===== config.mk =====
export PLATFORM = sky130hd
export DESIGN_NAME = mac_pause_cfg
export DESIGN_NICKNAME = d
export VERILOG_FILES = /design/src/mac_pause_cfg_pkg.sv /design/src/mac_pause_cfg.sv /design/src/rx_pause_classify.sv /design/src/rx_pause_ack_wait.sv
export SDC_FILE = /design/constraint.sdc
export NUM_CORES = 2
export LEC_CHECK = 0
export ABC_CLOCK_PERIOD_IN_PS = 2100
export BUFFER_PORTS_ARGS = -buffer_cell sky130_fd_sc_hd__buf_2
export CAP_MARGIN = 0
export CELL_PAD_IN_SITES_DETAIL_PLACEMENT = 0
export CELL_PAD_IN_SITES_GLOBAL_PLACEMENT = 1
export CORE_UTILIZATION = 40
export CTS_CLUSTER_SIZE = 12
export DETAILED_ROUTE_END_ITERATION = 8
export PLACE_DENSITY_LB_ADDON = 0.1
export SYNTH_ARGS = -nofsm -noshare
export SYNTH_HDL_FRONTEND = slang
export SYNTH_SLANG_ARGS = --single-unit

===== constraint.sdc =====
create_clock -name core_clk_i -period 2.1 [get_ports core_clk_i]
set_input_delay 0.315 -clock core_clk_i [delete_from_list [all_inputs] [get_ports core_clk_i]]
set_output_delay 0.315 -clock core_clk_i [all_outputs]
set_load 0.005 [all_outputs]

===== src/mac_pause_cfg_pkg.sv =====
// Operation
// - Global control opcode upper bound is 16 bits, default all ones.
// - Global control opcode lower bound is 16 bits, default zero.
// - Global control frames recognised by 16-bit type, default 0x8808.
// - Pause multicast destination is 48 bits, default 01-80-C2-00-00-01.
// - Pause unicast destination and source address are 48 bits, default zero.
// - Priority control frames recognised by 16-bit type, default 0x8808.
// - Priority control opcode must lie within min 0 and max 0xfff.
// - Global pause frames matched by type 0x8808 and opcode 0x0001.
// - Priority pause frames matched by type 0x8808 and opcode 0x0001.
// - Acknowledge wait on: wait on 9-bit user ack; off: ignore it.
// - Control frames forwarded when option true, dropped otherwise.
// - Sent global pause: destination 01-80-C2-00-00-01, source zero.
// - Sent global pause: type 0x8808, opcode 0x0001.
// - Sent priority pause: destination 01-80-C2-00-00-01, source zero.
// - Sent priority pause: type 0x8808, opcode 0x0001.
package mac_pause_cfg_pkg;

	// Word indices; byte address is four times the index
	localparam logic [4:0] IDX_CTRL = 5'h00;
	localparam logic [4:0] IDX_STATUS = 5'h01;
	localparam logic [4:0] IDX_GC_OPC = 5'h02;
	localparam logic [4:0] IDX_CTL_TYPE = 5'h03;
	localparam logic [4:0] IDX_PC_OPC = 5'h04;
	localparam logic [4:0] IDX_GP_MATCH = 5'h05;
	localparam logic [4:0] IDX_PP_MATCH = 5'h06;
	localparam logic [4:0] IDX_MCAST_LO = 5'h07;
	localparam logic [4:0] IDX_MCAST_HI = 5'h08;
	localparam logic [4:0] IDX_UCAST_LO = 5'h09;
	localparam logic [4:0] IDX_UCAST_HI = 5'h0a;
	localparam logic [4:0] IDX_RXSA_LO = 5'h0b;
	localparam logic [4:0] IDX_RXSA_HI = 5'h0c;
	localparam logic [4:0] IDX_TGDA_LO = 5'h0d;
	localparam logic [4:0] IDX_TGDA_HI = 5'h0e;
	localparam logic [4:0] IDX_TGSA_LO = 5'h0f;
	localparam logic [4:0] IDX_TGSA_HI = 5'h10;
	localparam logic [4:0] IDX_TG_FIELD = 5'h11;
	localparam logic [4:0] IDX_TPDA_LO = 5'h12;
	localparam logic [4:0] IDX_TPDA_HI = 5'h13;
	localparam logic [4:0] IDX_TPSA_LO = 5'h14;
	localparam logic [4:0] IDX_TPSA_HI = 5'h15;
	localparam logic [4:0] IDX_TP_FIELD = 5'h16;
	localparam int NUM_WORDS = 23;

	// Field positions
	localparam int CTRL_ACK_BIT = 0;
	localparam int CTRL_FWD_BIT = 1;
	localparam int CTRL_RUN_BIT = 2;
	localparam int HALF_LSB = 16;

	// Reserved bits never store, so they read as zero
	localparam logic [31:0] MASK_CTRL = 32'h0000_0007;
	localparam logic [31:0] MASK_HALF = 32'h0000_ffff;
	localparam logic [31:0] MASK_FULL = 32'hffff_ffff;

	// Reset values
	localparam logic [31:0] CTRL_RST = 32'h0000_0001;
	localparam logic [15:0] GC_OPC_MAX_RST = 16'hffff;
	localparam logic [15:0] GC_OPC_MIN_RST = 16'h0000;
	localparam logic [15:0] PC_OPC_MAX_RST = 16'h0fff;
	localparam logic [15:0] PC_OPC_MIN_RST = 16'h0000;
	localparam logic [15:0] CTL_TYPE_RST = 16'h8808;
	localparam logic [15:0] PAUSE_OPC_RST = 16'h0001;
	localparam logic [47:0] MCAST_RST = 48'h0180_c200_0001;
	localparam logic [47:0] ZERO_ADDR_RST = 48'h0000_0000_0000;

	localparam logic [31:0] WORD_RST [0:NUM_WORDS-1] = '{
		CTRL_RST, 32'h0000_0000,
		{GC_OPC_MAX_RST, GC_OPC_MIN_RST},
		{CTL_TYPE_RST, CTL_TYPE_RST},
		{PC_OPC_MAX_RST, PC_OPC_MIN_RST},
		{CTL_TYPE_RST, PAUSE_OPC_RST},
		{CTL_TYPE_RST, PAUSE_OPC_RST},
		MCAST_RST[31:0], {16'h0000, MCAST_RST[47:32]},
		ZERO_ADDR_RST[31:0], {16'h0000, ZERO_ADDR_RST[47:32]},
		ZERO_ADDR_RST[31:0], {16'h0000, ZERO_ADDR_RST[47:32]},
		MCAST_RST[31:0], {16'h0000, MCAST_RST[47:32]},
		ZERO_ADDR_RST[31:0], {16'h0000, ZERO_ADDR_RST[47:32]},
		{CTL_TYPE_RST, PAUSE_OPC_RST},
		MCAST_RST[31:0], {16'h0000, MCAST_RST[47:32]},
		ZERO_ADDR_RST[31:0], {16'h0000, ZERO_ADDR_RST[47:32]},
		{CTL_TYPE_RST, PAUSE_OPC_RST}
	};

	// Bus encodings
	localparam logic [2:0] HSIZE_WORD = 3'h2;
	localparam logic [24:0] HADDR_HI_ZERO = 25'h000_0000;

	// Acknowledge wait states
	typedef enum logic [1:0] {
		ST_IDLE = 2'b00,
		ST_WAIT_GLOB = 2'b01,
		ST_WAIT_PRIO = 2'b10
	} ack_state_type;

endpackage


===== src/mac_pause_cfg.sv =====
// Implementation choices: the placing of the registers and the AHB-Lite slave port.
`timescale 1ns/100ps
module mac_pause_cfg
	import mac_pause_cfg_pkg::*;
(
	input wire logic core_clk_i,
	input wire logic sys_rst_i,
	input wire logic hsel_i,
	input wire logic [31:0] haddr_i,
	input wire logic [1:0] htrans_i,
	input wire logic hwrite_i,
	input wire logic [2:0] hsize_i,
	input wire logic [31:0] hwdata_i,
	input wire logic hready_i,
	output logic [31:0] hrdata_o,
	output logic hreadyout_o,
	output logic hresp_o,
	input wire logic rx_frame_valid_i,
	input wire logic [47:0] rx_frame_dest_i,
	input wire logic [47:0] rx_frame_src_i,
	input wire logic [15:0] rx_frame_type_i,
	input wire logic [15:0] rx_frame_opcode_i,
	input wire logic [8:0] rx_pause_user_ack_i,
	output logic rx_glob_ctrl_o,
	output logic rx_prio_ctrl_o,
	output logic rx_glob_pause_o,
	output logic rx_prio_pause_o,
	output logic rx_ctrl_forward_o,
	output logic rx_ctrl_drop_o,
	output logic rx_pause_busy_o,
	output logic rx_pause_done_o,
	output logic [47:0] tx_glob_pause_dest_o,
	output logic [47:0] tx_glob_pause_source_o,
	output logic [15:0] tx_glob_pause_type_o,
	output logic [15:0] tx_glob_pause_opcode_o,
	output logic [47:0] tx_prio_pause_dest_o,
	output logic [47:0] tx_prio_pause_source_o,
	output logic [15:0] tx_prio_pause_type_o,
	output logic [15:0] tx_prio_pause_opcode_o
);

	logic [31:0] cfg_ff [0:NUM_WORDS-1];
	logic [31:0] nxt_cfg [0:NUM_WORDS-1];
	logic wr_pend_ff, nxt_wr_pend;
	logic [4:0] wr_idx_ff, nxt_wr_idx;
	logic [31:0] hrdata_ff, nxt_hrdata;
	logic hreadyout_ff;
	logic [4:0] st_last_ff, nxt_st_last;
	logic run;
	logic addr_ok;
	logic [4:0] idx;

	// Config words are those that hold settings, not control or status
	function automatic logic is_cfg(input logic [4:0] i);
		is_cfg = (i >= IDX_GC_OPC) && (i < 5'(NUM_WORDS));
	endfunction

	// Writable bits of each word
	function automatic logic [31:0] word_mask(input logic [4:0] i);
		case (i)
			IDX_CTRL: word_mask = MASK_CTRL;
			IDX_STATUS: word_mask = 32'h0000_0000;
			IDX_MCAST_HI, IDX_UCAST_HI, IDX_RXSA_HI, IDX_TGDA_HI,
			IDX_TGSA_HI, IDX_TPDA_HI, IDX_TPSA_HI: word_mask = MASK_HALF;
			default: word_mask = is_cfg(i) ? MASK_FULL : 32'h0000_0000;
		endcase
	endfunction

	// Join a low and high word pair into an address
	function automatic logic [47:0] addr48(input logic [31:0] lo,
		input logic [31:0] hi);
		addr48 = {hi[15:0], lo};
	endfunction

	logic [31:0] status_word;
	logic busy, done;

	assign run = cfg_ff[IDX_CTRL][CTRL_RUN_BIT];
	assign idx = haddr_i[6:2];
	assign addr_ok = (haddr_i[31:7] == HADDR_HI_ZERO) &&
		(idx < 5'(NUM_WORDS));
	assign status_word = {26'h000_0000, st_last_ff, busy};

	// Address phase: latch writes, fetch read data for the data phase
	always_comb begin
		nxt_wr_pend = 1'b0;
		nxt_wr_idx = wr_idx_ff;
		nxt_hrdata = 32'h0000_0000;
		if (hsel_i && hready_i && htrans_i[1] && addr_ok) begin
			if (hwrite_i) begin
				// Only whole-word writes land; narrower ones are ignored
				nxt_wr_pend = (hsize_i == HSIZE_WORD);
				nxt_wr_idx = idx;
			end else if (idx == IDX_STATUS) begin
				nxt_hrdata = status_word;
			end else begin
				nxt_hrdata = cfg_ff[idx];
			end
		end
	end

	// Data phase write; settings are frozen while traffic runs
	always_comb begin
		nxt_cfg = cfg_ff;
		if (wr_pend_ff && !(run && is_cfg(wr_idx_ff))) begin
			nxt_cfg[wr_idx_ff] = hwdata_i & word_mask(wr_idx_ff);
		end
	end

	// Last verdict flags stick until the next classified frame
	always_comb begin
		nxt_st_last = st_last_ff;
		if (rx_glob_ctrl_o || rx_prio_ctrl_o || rx_glob_pause_o ||
			rx_prio_pause_o) begin
			nxt_st_last = {rx_ctrl_forward_o, rx_prio_pause_o,
				rx_glob_pause_o, rx_prio_ctrl_o, rx_glob_ctrl_o};
		end
	end

	// Bus registers; zero wait states, so ready is low in reset and high from the first edge after it
	always_ff @(posedge core_clk_i) begin
		if (sys_rst_i) begin
			wr_pend_ff <= 1'b0;
			wr_idx_ff <= 5'h00;
			hrdata_ff <= 32'h0000_0000;
			hreadyout_ff <= 1'b0;
			st_last_ff <= 5'h00;
		end else begin
			wr_pend_ff <= nxt_wr_pend;
			wr_idx_ff <= nxt_wr_idx;
			hrdata_ff <= nxt_hrdata;
			hreadyout_ff <= 1'b1;
			st_last_ff <= nxt_st_last;
		end
	end

	// Settings load their defaults at reset
	always_ff @(posedge core_clk_i) begin
		if (sys_rst_i) begin
			cfg_ff <= WORD_RST;
		end else begin
			cfg_ff <= nxt_cfg;
		end
	end

	assign hrdata_o = hrdata_ff;
	assign hreadyout_o = hreadyout_ff;
	// Every access answers OKAY
	always_ff @(posedge core_clk_i) begin
		hresp_o <= 1'b0;
	end

	// Transmit pause header fields straight from the stored words
	assign tx_glob_pause_dest_o = addr48(cfg_ff[IDX_TGDA_LO],
		cfg_ff[IDX_TGDA_HI]);
	assign tx_glob_pause_source_o = addr48(cfg_ff[IDX_TGSA_LO],
		cfg_ff[IDX_TGSA_HI]);
	assign tx_glob_pause_type_o = cfg_ff[IDX_TG_FIELD][31:HALF_LSB];
	assign tx_glob_pause_opcode_o = cfg_ff[IDX_TG_FIELD][15:0];
	assign tx_prio_pause_dest_o = addr48(cfg_ff[IDX_TPDA_LO],
		cfg_ff[IDX_TPDA_HI]);
	assign tx_prio_pause_source_o = addr48(cfg_ff[IDX_TPSA_LO],
		cfg_ff[IDX_TPSA_HI]);
	assign tx_prio_pause_type_o = cfg_ff[IDX_TP_FIELD][31:HALF_LSB];
	assign tx_prio_pause_opcode_o = cfg_ff[IDX_TP_FIELD][15:0];

	// Receive classification against the stored settings
	rx_pause_classify u_classify (
		.core_clk_i(core_clk_i),
		.sys_rst_i(sys_rst_i),
		.run_i(run),
		.frame_valid_i(rx_frame_valid_i),
		.frame_dest_i(rx_frame_dest_i),
		.frame_src_i(rx_frame_src_i),
		.frame_type_i(rx_frame_type_i),
		.frame_opcode_i(rx_frame_opcode_i),
		.rx_glob_ctrl_opcode_max_i(cfg_ff[IDX_GC_OPC][31:HALF_LSB]),
		.rx_glob_ctrl_opcode_min_i(cfg_ff[IDX_GC_OPC][15:0]),
		.rx_glob_ctrl_type_i(cfg_ff[IDX_CTL_TYPE][31:HALF_LSB]),
		.rx_prio_ctrl_type_i(cfg_ff[IDX_CTL_TYPE][15:0]),
		.rx_prio_ctrl_opcode_max_i(cfg_ff[IDX_PC_OPC][31:HALF_LSB]),
		.rx_prio_ctrl_opcode_min_i(cfg_ff[IDX_PC_OPC][15:0]),
		.rx_glob_pause_type_i(cfg_ff[IDX_GP_MATCH][31:HALF_LSB]),
		.rx_glob_pause_opcode_i(cfg_ff[IDX_GP_MATCH][15:0]),
		.rx_prio_pause_type_i(cfg_ff[IDX_PP_MATCH][31:HALF_LSB]),
		.rx_prio_pause_opcode_i(cfg_ff[IDX_PP_MATCH][15:0]),
		.rx_pause_multicast_dest_i(addr48(cfg_ff[IDX_MCAST_LO],
			cfg_ff[IDX_MCAST_HI])),
		.rx_pause_unicast_dest_i(addr48(cfg_ff[IDX_UCAST_LO],
			cfg_ff[IDX_UCAST_HI])),
		.rx_pause_source_addr_i(addr48(cfg_ff[IDX_RXSA_LO],
			cfg_ff[IDX_RXSA_HI])),
		.forward_en_i(cfg_ff[IDX_CTRL][CTRL_FWD_BIT]),
		.glob_ctrl_o(rx_glob_ctrl_o),
		.prio_ctrl_o(rx_prio_ctrl_o),
		.glob_pause_o(rx_glob_pause_o),
		.prio_pause_o(rx_prio_pause_o),
		.forward_o(rx_ctrl_forward_o),
		.drop_o(rx_ctrl_drop_o)
	);

	// Pause completion, optionally held for the user acknowledge
	rx_pause_ack_wait u_ack_wait (
		.core_clk_i(core_clk_i),
		.sys_rst_i(sys_rst_i),
		.glob_pause_i(rx_glob_pause_o),
		.prio_pause_i(rx_prio_pause_o),
		.wait_en_i(cfg_ff[IDX_CTRL][CTRL_ACK_BIT]),
		.rx_pause_user_ack_i(rx_pause_user_ack_i),
		.busy_o(busy),
		.done_o(done)
	);

	assign rx_pause_busy_o = busy;
	assign rx_pause_done_o = done;

endmodule


===== src/rx_pause_classify.sv =====
`timescale 1ns/100ps
module rx_pause_classify
	import mac_pause_cfg_pkg::*;
(
	input wire logic core_clk_i,
	input wire logic sys_rst_i,
	input wire logic run_i,
	input wire logic frame_valid_i,
	input wire logic [47:0] frame_dest_i,
	input wire logic [47:0] frame_src_i,
	input wire logic [15:0] frame_type_i,
	input wire logic [15:0] frame_opcode_i,
	input wire logic [15:0] rx_glob_ctrl_opcode_max_i,
	input wire logic [15:0] rx_glob_ctrl_opcode_min_i,
	input wire logic [15:0] rx_glob_ctrl_type_i,
	input wire logic [15:0] rx_prio_ctrl_type_i,
	input wire logic [15:0] rx_prio_ctrl_opcode_max_i,
	input wire logic [15:0] rx_prio_ctrl_opcode_min_i,
	input wire logic [15:0] rx_glob_pause_type_i,
	input wire logic [15:0] rx_glob_pause_opcode_i,
	input wire logic [15:0] rx_prio_pause_type_i,
	input wire logic [15:0] rx_prio_pause_opcode_i,
	input wire logic [47:0] rx_pause_multicast_dest_i,
	input wire logic [47:0] rx_pause_unicast_dest_i,
	input wire logic [47:0] rx_pause_source_addr_i,
	input wire logic forward_en_i,
	output logic glob_ctrl_o,
	output logic prio_ctrl_o,
	output logic glob_pause_o,
	output logic prio_pause_o,
	output logic forward_o,
	output logic drop_o
);

	function automatic logic in_range(input logic [15:0] v,
		input logic [15:0] lo, input logic [15:0] hi);
		in_range = (v >= lo) && (v <= hi);
	endfunction

	logic dest_ok;
	logic src_ok;
	logic take;
	logic nxt_gc, nxt_pc, nxt_gp, nxt_pp, nxt_fwd, nxt_drop;

	// Decode one frame header; frames are ignored while stopped
	always_comb begin
		take = frame_valid_i & run_i;
		// Zero unicast means no unicast match configured
		dest_ok = (frame_dest_i == rx_pause_multicast_dest_i) ||
			((rx_pause_unicast_dest_i != ZERO_ADDR_RST) &&
			(frame_dest_i == rx_pause_unicast_dest_i));
		// Zero source accepts any sender
		src_ok = (rx_pause_source_addr_i == ZERO_ADDR_RST) ||
			(frame_src_i == rx_pause_source_addr_i);
		nxt_gc = take && (frame_type_i == rx_glob_ctrl_type_i) &&
			in_range(frame_opcode_i, rx_glob_ctrl_opcode_min_i,
			rx_glob_ctrl_opcode_max_i);
		nxt_pc = take && (frame_type_i == rx_prio_ctrl_type_i) &&
			in_range(frame_opcode_i, rx_prio_ctrl_opcode_min_i,
			rx_prio_ctrl_opcode_max_i);
		nxt_gp = take && dest_ok && src_ok &&
			(frame_type_i == rx_glob_pause_type_i) &&
			(frame_opcode_i == rx_glob_pause_opcode_i);
		nxt_pp = take && dest_ok && src_ok &&
			(frame_type_i == rx_prio_pause_type_i) &&
			(frame_opcode_i == rx_prio_pause_opcode_i);
		nxt_fwd = (nxt_gc | nxt_pc | nxt_gp | nxt_pp) & forward_en_i;
		nxt_drop = (nxt_gc | nxt_pc | nxt_gp | nxt_pp) & ~forward_en_i;
	end

	// One-cycle verdict pulses
	always_ff @(posedge core_clk_i) begin
		if (sys_rst_i) begin
			glob_ctrl_o <= 1'b0;
			prio_ctrl_o <= 1'b0;
			glob_pause_o <= 1'b0;
			prio_pause_o <= 1'b0;
			forward_o <= 1'b0;
			drop_o <= 1'b0;
		end else begin
			glob_ctrl_o <= nxt_gc;
			prio_ctrl_o <= nxt_pc;
			glob_pause_o <= nxt_gp;
			prio_pause_o <= nxt_pp;
			forward_o <= nxt_fwd;
			drop_o <= nxt_drop;
		end
	end

endmodule


===== src/rx_pause_ack_wait.sv =====
`timescale 1ns/100ps
module rx_pause_ack_wait
	import mac_pause_cfg_pkg::*;
(
	input wire logic core_clk_i,
	input wire logic sys_rst_i,
	input wire logic glob_pause_i,
	input wire logic prio_pause_i,
	input wire logic wait_en_i,
	input wire logic [8:0] rx_pause_user_ack_i,
	output logic busy_o,
	output logic done_o
);

	ack_state_type state_ff, nxt_state;
	logic nxt_busy, nxt_done;

	// Bit 8 acknowledges global pause, bits 7:0 the priorities
	always_comb begin
		nxt_state = state_ff;
		nxt_done = 1'b0;
		case (state_ff)
			ST_IDLE: begin
				if (glob_pause_i || prio_pause_i) begin
					if (!wait_en_i) begin
						nxt_done = 1'b1;
					end else if (glob_pause_i) begin
						nxt_state = ST_WAIT_GLOB;
					end else begin
						nxt_state = ST_WAIT_PRIO;
					end
				end
			end
			ST_WAIT_GLOB: begin
				// Clearing the option releases a stuck wait
				if (!wait_en_i || rx_pause_user_ack_i[8]) begin
					nxt_state = ST_IDLE;
					nxt_done = 1'b1;
				end
			end
			ST_WAIT_PRIO: begin
				if (!wait_en_i || (|rx_pause_user_ack_i[7:0])) begin
					nxt_state = ST_IDLE;
					nxt_done = 1'b1;
				end
			end
			default: begin
				nxt_state = ST_IDLE;
			end
		endcase
		nxt_busy = (nxt_state != ST_IDLE);
	end

	// Frames seen while busy are not queued; the wait is one deep
	always_ff @(posedge core_clk_i) begin
		if (sys_rst_i) begin
			state_ff <= ST_IDLE;
			busy_o <= 1'b0;
			done_o <= 1'b0;
		end else begin
			state_ff <= nxt_state;
			busy_o <= nxt_busy;
			done_o <= nxt_done;
		end
	end

endmodule


# Word level (Yosys, flattened, before mapping)
# Cells that the tools add are included.
word_totals:
  ff_bits: 790
  in_bits: 212
  output_inout_bits: 298
classes:
  magnitude_cmp: 10
  n_eq_ne: 21
  muxes: 22
  bitwise_logic: 12
  n_reduce_logical: 43
op_table:
  columns: ["operator", "count"]
  rows:
  - ["$bwmux 736", 1]
  - ["$bmux 32 s5", 1]
  - ["$demux 32 s5", 1]
  - ["$mux 32", 5]
  - ["$eq 48x48->1", 3]
  - ["$eq 16x16->1", 6]
  - ["$pmux 32 s3", 1]
  - ["$logic_not 48->1", 1]
  - ["$reduce_bool 48->1", 1]
  - ["$and 32x32->32", 1]
  - ["$ge 16x16->1", 2]
  - ["$le 16x16->1", 2]
  - ["$logic_not 25->1", 1]
  - ["$logic_and 1x1->1", 21]
  - ["$eq 5x4->1 const B", 4]
  - ["$eq 5x5->1 const B", 3]
  - ["$ge 6x6->1 const B", 2]
  - ["$not 5->6", 2]
  - ["$eq 5x1->1 const B", 2]
  - ["$lt 5x5->1 const B", 2]
  - ["$mux 2", 5]
  - ["$logic_or 1x1->1", 8]
  - ["$reduce_or 8->1", 1]
  - ["$reduce_or 7->1", 1]
  - ["19 further kinds", 31]

# Depth between registers and ports, before layout
depth:
  word_depth: 10
  mapped_depth: 12

# Hierarchy
# Synthesis repeated with hierarchy kept, for this count alone.
unflattened:
  hier_cells: 4492
  hier_area_um2: 38628.3
by_module_without_submodules:
  columns: ["module", "n_inst", "cells_each", "area_per_inst_um2"]
  rows:
  - ["mac_pause_cfg", 1, 3878, 33814.9]
  - ["rx_pause_classify", 1, 591, 4603.2]
  - ["rx_pause_ack_wait", 1, 23, 210.2]

# Least setup slack after synthesis
# OpenSTA, ideal clock, no wires.
synth_path:
  path_type: "flip-flop to flip-flop"
  from: "register cfg_ff[665] (netlist bit)"
  to: "register u_classify.forward_o"
  arrival_time_ns: 1.986
  required_ns: 2.035
  slack_ns: 0.048
  path_stages_with_launch: 10
  n_path_buf: 0
  path_cell_list: "dfxtp_1 -> inv_1 -> ha_1 -> a21o_1 -> a221o_1 -> a221oi_1 -> nor2_1 -> a2111oi_2 -> a211oi_1 -> nor2b_1"
synth_via:
  elab_chain_cells: 7
synth_rtl:
  columns: ["element", "line_no", "rtl"]
  rows:
  - ["start, declared", "mac_pause_cfg.sv:42", "logic [31:0] cfg_ff [0:NUM_WORDS-1];"]
  - ["start signal, assigned", "mac_pause_cfg.sv:142", "cfg_ff <= nxt_cfg;"]
  - ["$le 16x16->1", "rx_pause_classify.sv:37", "in_range = (v >= lo) && (v <= hi);"]
  - ["$logic_and 1x1->1", "rx_pause_classify.sv:37", null]
  - ["$logic_and 1x1->1", "rx_pause_classify.sv:55", "nxt_gc = take && (frame_type_i == rx_glob_ctrl_type_i) &&"]
  - ["$or 1x1->1 (3 in series)", "rx_pause_classify.sv:67", "nxt_fwd = (nxt_gc | nxt_pc | nxt_gp | nxt_pp) & forward_en_i;"]
  - ["$and 1x1->1", "rx_pause_classify.sv:67", null]
  - ["end signal, assigned", "rx_pause_classify.sv:85", "forward_o <= nxt_fwd;"]
  - ["end, declared", "rx_pause_classify.sv:31", "output logic forward_o,"]
# Every way passes these cells.
# A chain may end at the register's enable or synchronous reset.

# Worst setup path after layout
layout_path:
  from: "register cfg_ff[493] (netlist bit)"
  to: "register u_classify.drop_o"
layout_via:
  elab_chain_cells: 9
  elab_cells_between_ends: 11
  cone_classes: "eq/ne (1); bitwise (3); reduce/logical (7)"
layout_rtl:
  columns: ["element", "line_no", "rtl"]
  rows:
  - ["$eq 48x48->1 *", "rx_pause_classify.sv:49", "dest_ok = (frame_dest_i == rx_pause_multicast_dest_i) ||"]
  - ["$logic_or 1x1->1 *", "rx_pause_classify.sv:49", null]
  - ["$logic_and 1x1->1 * (2 in series)", "rx_pause_classify.sv:61, rx_pause_classify.sv:64", null]
  - ["$logic_and 1x1->1", "rx_pause_classify.sv:61", "nxt_gp = take && dest_ok && src_ok &&"]
  - ["$logic_and 1x1->1", "rx_pause_classify.sv:62", "(frame_type_i == rx_glob_pause_type_i) &&"]
  - ["$or 1x1->1", "rx_pause_classify.sv:68", "nxt_drop = (nxt_gc | nxt_pc | nxt_gp | nxt_pp) & ~forward_en_i;"]
  - ["$or 1x1->1 *", "rx_pause_classify.sv:68", null]
  - ["$and 1x1->1 *", "rx_pause_classify.sv:68", null]
  - ["end signal, assigned", "rx_pause_classify.sv:86", "drop_o <= nxt_drop;"]
  - ["end, declared", "rx_pause_classify.sv:32", "output logic drop_o"]
# Mark *: on every way between the ends. The rest lies on a longest branch, timed or not.

==> qor.yml <==
synth_edf_count: 0
clk_latency_ps: 670
r2r-end: "u_classify.drop_o$_SDFF_PP0_"
violations: "setup timing"
grt_max_degree: 160
reg2reg_depth: 8
leakage_uw: 0.02036
port_buffers: 505
drive_gt1_share_pct: 29.62
vias: 34003
wirelength_um: 170100
root_buffer: "clkbuf_16"
async_flop_share_pct: 0
dp_hpwl_um: 126400
ys.flop_type: "dfxtp_1"
dr.pass1.iters: 6
finalSetupViolCount: 8
clock_path_buffers: 3
fin_ws_ps: -210.6
power_density_nw_per_um2: 697.4
syn_nets: 4568
rsz0062_at_grt: "yes"
critical_path_required_ps: 2700
final_cell_area_um2: 47480
cap_violations: 0
die-area_um2: 96660
r2r-start: "cfg_ff[493]$_SDFFE_PP0P_"
finalHoldViolCount: 0
slew_viol_final: 0
grt_pass1_vias: 31753
placed_area_um2: 43910
crit_path_start_kind: "flip-flop"
antenna_found_initial: 16
cts.sink_count: 790
rrSetupSlack_ps: -210
tightest_slew_ps: 1071
critPathMaxFanout: 3
areaGrowthSynthToFinish_pct: 24.39
cts_tree: "built"
fmax_ghz: 0.4328
ant_nets: 0
status: "finished, violations left"
drcViolationCount: 0
period_minus_slack_ps: 2311
ys_warn_count: 0
top_level_ports: 510
drtIter0Drc: 4000
synth_area_um2: 38170
wl_per_cell_um: 27.65
drt-vias-per-instance: 5.529
die_h_um: 310.9
synth_area_per_cell_um2: 8.893
worstSetupEndpoint: "u_classify.drop_o$_SDFF_PP0_"
hold_path_class: "in2reg"
grt.overflow.total: 0
start_util_pct: 40.65
htree_levels: 3
dieWidth_um: 310.9
yosysSeqAreaShare_pct: 41.44
worstSetupPathType: "reg2reg"
layout.nets: 5095
core_um2: 93890
end_kind: "flip-flop"
post-place-ws_ps: -394.3
clk_pin_slew_worst_paths_ps: 60
power_uw: 33110
slew-limit-headroom_pct: 28.63
clock_skew_ps: 19.57
row_count: 112
grt_pass1_wl_um: 237600
gp_congestion: 1.016
synth_cells: 4292
whs_ps: 60.84
grt.total_usage_pct: 34.06
fin_crit_sh_pct: 110.0
cp.arrival_ps: 2910
synth_cell_type_count: 60
synth_seq_cells: 790
critical_path.startpoint: "cfg_ff[493]$_SDFFE_PP0P_"
ir_drop_uv: 542.2
cts_made_buffers: 91
fin_util_pct: 50.57
-- cell families after synthesis --
logic type	count (synthesis)	synth area share (%)
mux	233	12.43
other cells	1	0.009825
flops	790	41.44
compound gates	725	10.79
buf+inv	667	9.648
simple gates	1572	18.08
fa+ha+maj	64	2.098
xor+xnor	240	5.507
-- registers in the layout, summed over array words and instances (netlist names), 2 cells and up --
signal and cells:
cfg_ff 480, tx_glob_pause_dest_o 48, tx_glob_pause_source_o 48, tx_prio_pause_dest_o 48, tx_prio_pause_source_o 48, hrdata_o 32
tx_glob_pause_opcode_o 16, tx_glob_pause_type_o 16, tx_prio_pause_opcode_o 16, tx_prio_pause_type_o 16, st_last_ff 5, wr_idx_ff 5
u_ack_wait.state_ff 2
-- stage by stage --
stage	instances	TNS, ps
2_1_floorplan	4292	0
3_3_place_gp	5956	-11420
3_5_place_dp	5956	-13140
4_1_cts	6135	-599.2
5_1_grt	6146	-1053
6_report	6150	-648.9
-- synthesized netlist by cell type (35+ instances only) --
cell	count	share of area (%)
a21oi_1	539	7.1
and2_1	35	0.57
and3_1	141	2.3
buf_2	66	0.87
buf_4	272	5.3
clkbuf_1	251	2.5
dfxtp_1	790	41
ha_1	64	2.1
inv_1	66	0.65
mux2i_1	41	1.1
mux4_2	189	11
nand2_1	163	1.6
nand4_1	58	0.95
nor2_1	1013	10
nor4_1	65	1.1
o211ai_1	136	2.7
xnor2_1	160	3.7
xor2_1	80	1.8
-- how the worst min path moves through the flow --
| stage | start | end | slack (ps) | cells past startpoint |
|---|---|---|---|---|
| global route | hwrite_i | hrdata_o[6]$_SDFF_PP0_ | 80 | 4 |
| CTS | rx_pause_user_ack_i[3] | u_ack_wait.done_o$_SDFF_PP0_ | 30 | 4 |
| finish | rx_pause_user_ack_i[7] | u_ack_wait.done_o$_SDFF_PP0_ | 60 | 4 |
| global placement | cfg_ff[678]$_SDFFE_PP0P_ | cfg_ff[678]$_SDFFE_PP0P_ | 440 | 1 |
| detailed placement | cfg_ff[678]$_SDFFE_PP0P_ | cfg_ff[678]$_SDFFE_PP0P_ | 440 | 1 |
| floorplan | sys_rst_i | u_ack_wait.state_ff[0]$_SDFF_PP0_ | 400 | 1 |
-- critical path, stage by stage (launching register included) --
cell,delay (ps)
dfxtp_1,520
xnor2_1,200
nand4_1,190
nor4_1,320
nand3_1,230
buf_4,240
a211oi_4,270
a211oi_2,120
nor2_1,140
-- placed cells by master, fill, tap and decap left out, drive strengths merged, types with 15 or more instances in the layout --
master	count
and2	35
and3	141
clkbuf	137
mux2i	41
ha	64
o21ai	15
nor4	66
nand2b	34
xor2	80
nand2	166
xnor2	160
mux4	192
nand4	58
a21oi	540
nor2	1013
dfxtp	790
clkinv	23
o211ai	136
buf	1025
inv	70
nand3	24
-- what timing repair did --
action,in CTS,in global routing
pin swaps,14,15
endpoints found under the hold margin,6,0
resized for setup,28,58
gates cloned,0,3
setup endpoints to repair,225,65
setup buffers,7,8
hold buffers,7,0
-- per-layer routing --
| metal | GRT usage, % | up-vias | routed length (um) |
|---|---|---|---|
| met2 | 52.45 | 1660 | 74950 |
| met3 | 7.091 | 260 | 15970 |
| li1 | - | 15531 | - |
| met1 | 47.07 | 16544 | 72370 |
| met4 | 12.08 | 8 | 6728 |
| met5 | 0 | - | 54 |
-- layout make-up --
cell class / count / area (um^2)
Timing Repair Buffer: 1035 / 7844
Clock inverter: 32 / 332.8
Multi-Input combinational cell: 2835 / 18980
Antenna cell: 4 / 10.01
Sequential cell: 790 / 15860
Clock buffer: 134 / 2629
Inverter: 66 / 252.7
Fill cell: 9138 / 46410
Tap cell: 1254 / 1569
-- power breakdown --
group | switching, uW | internal (uW)
Sequential | 0.184 | 15000
Clock | 6880 | 9100
Combinational | 1240 | 911
Total | 8130 | 25000
No activity file was read; power rests on OpenSTA's default activity.
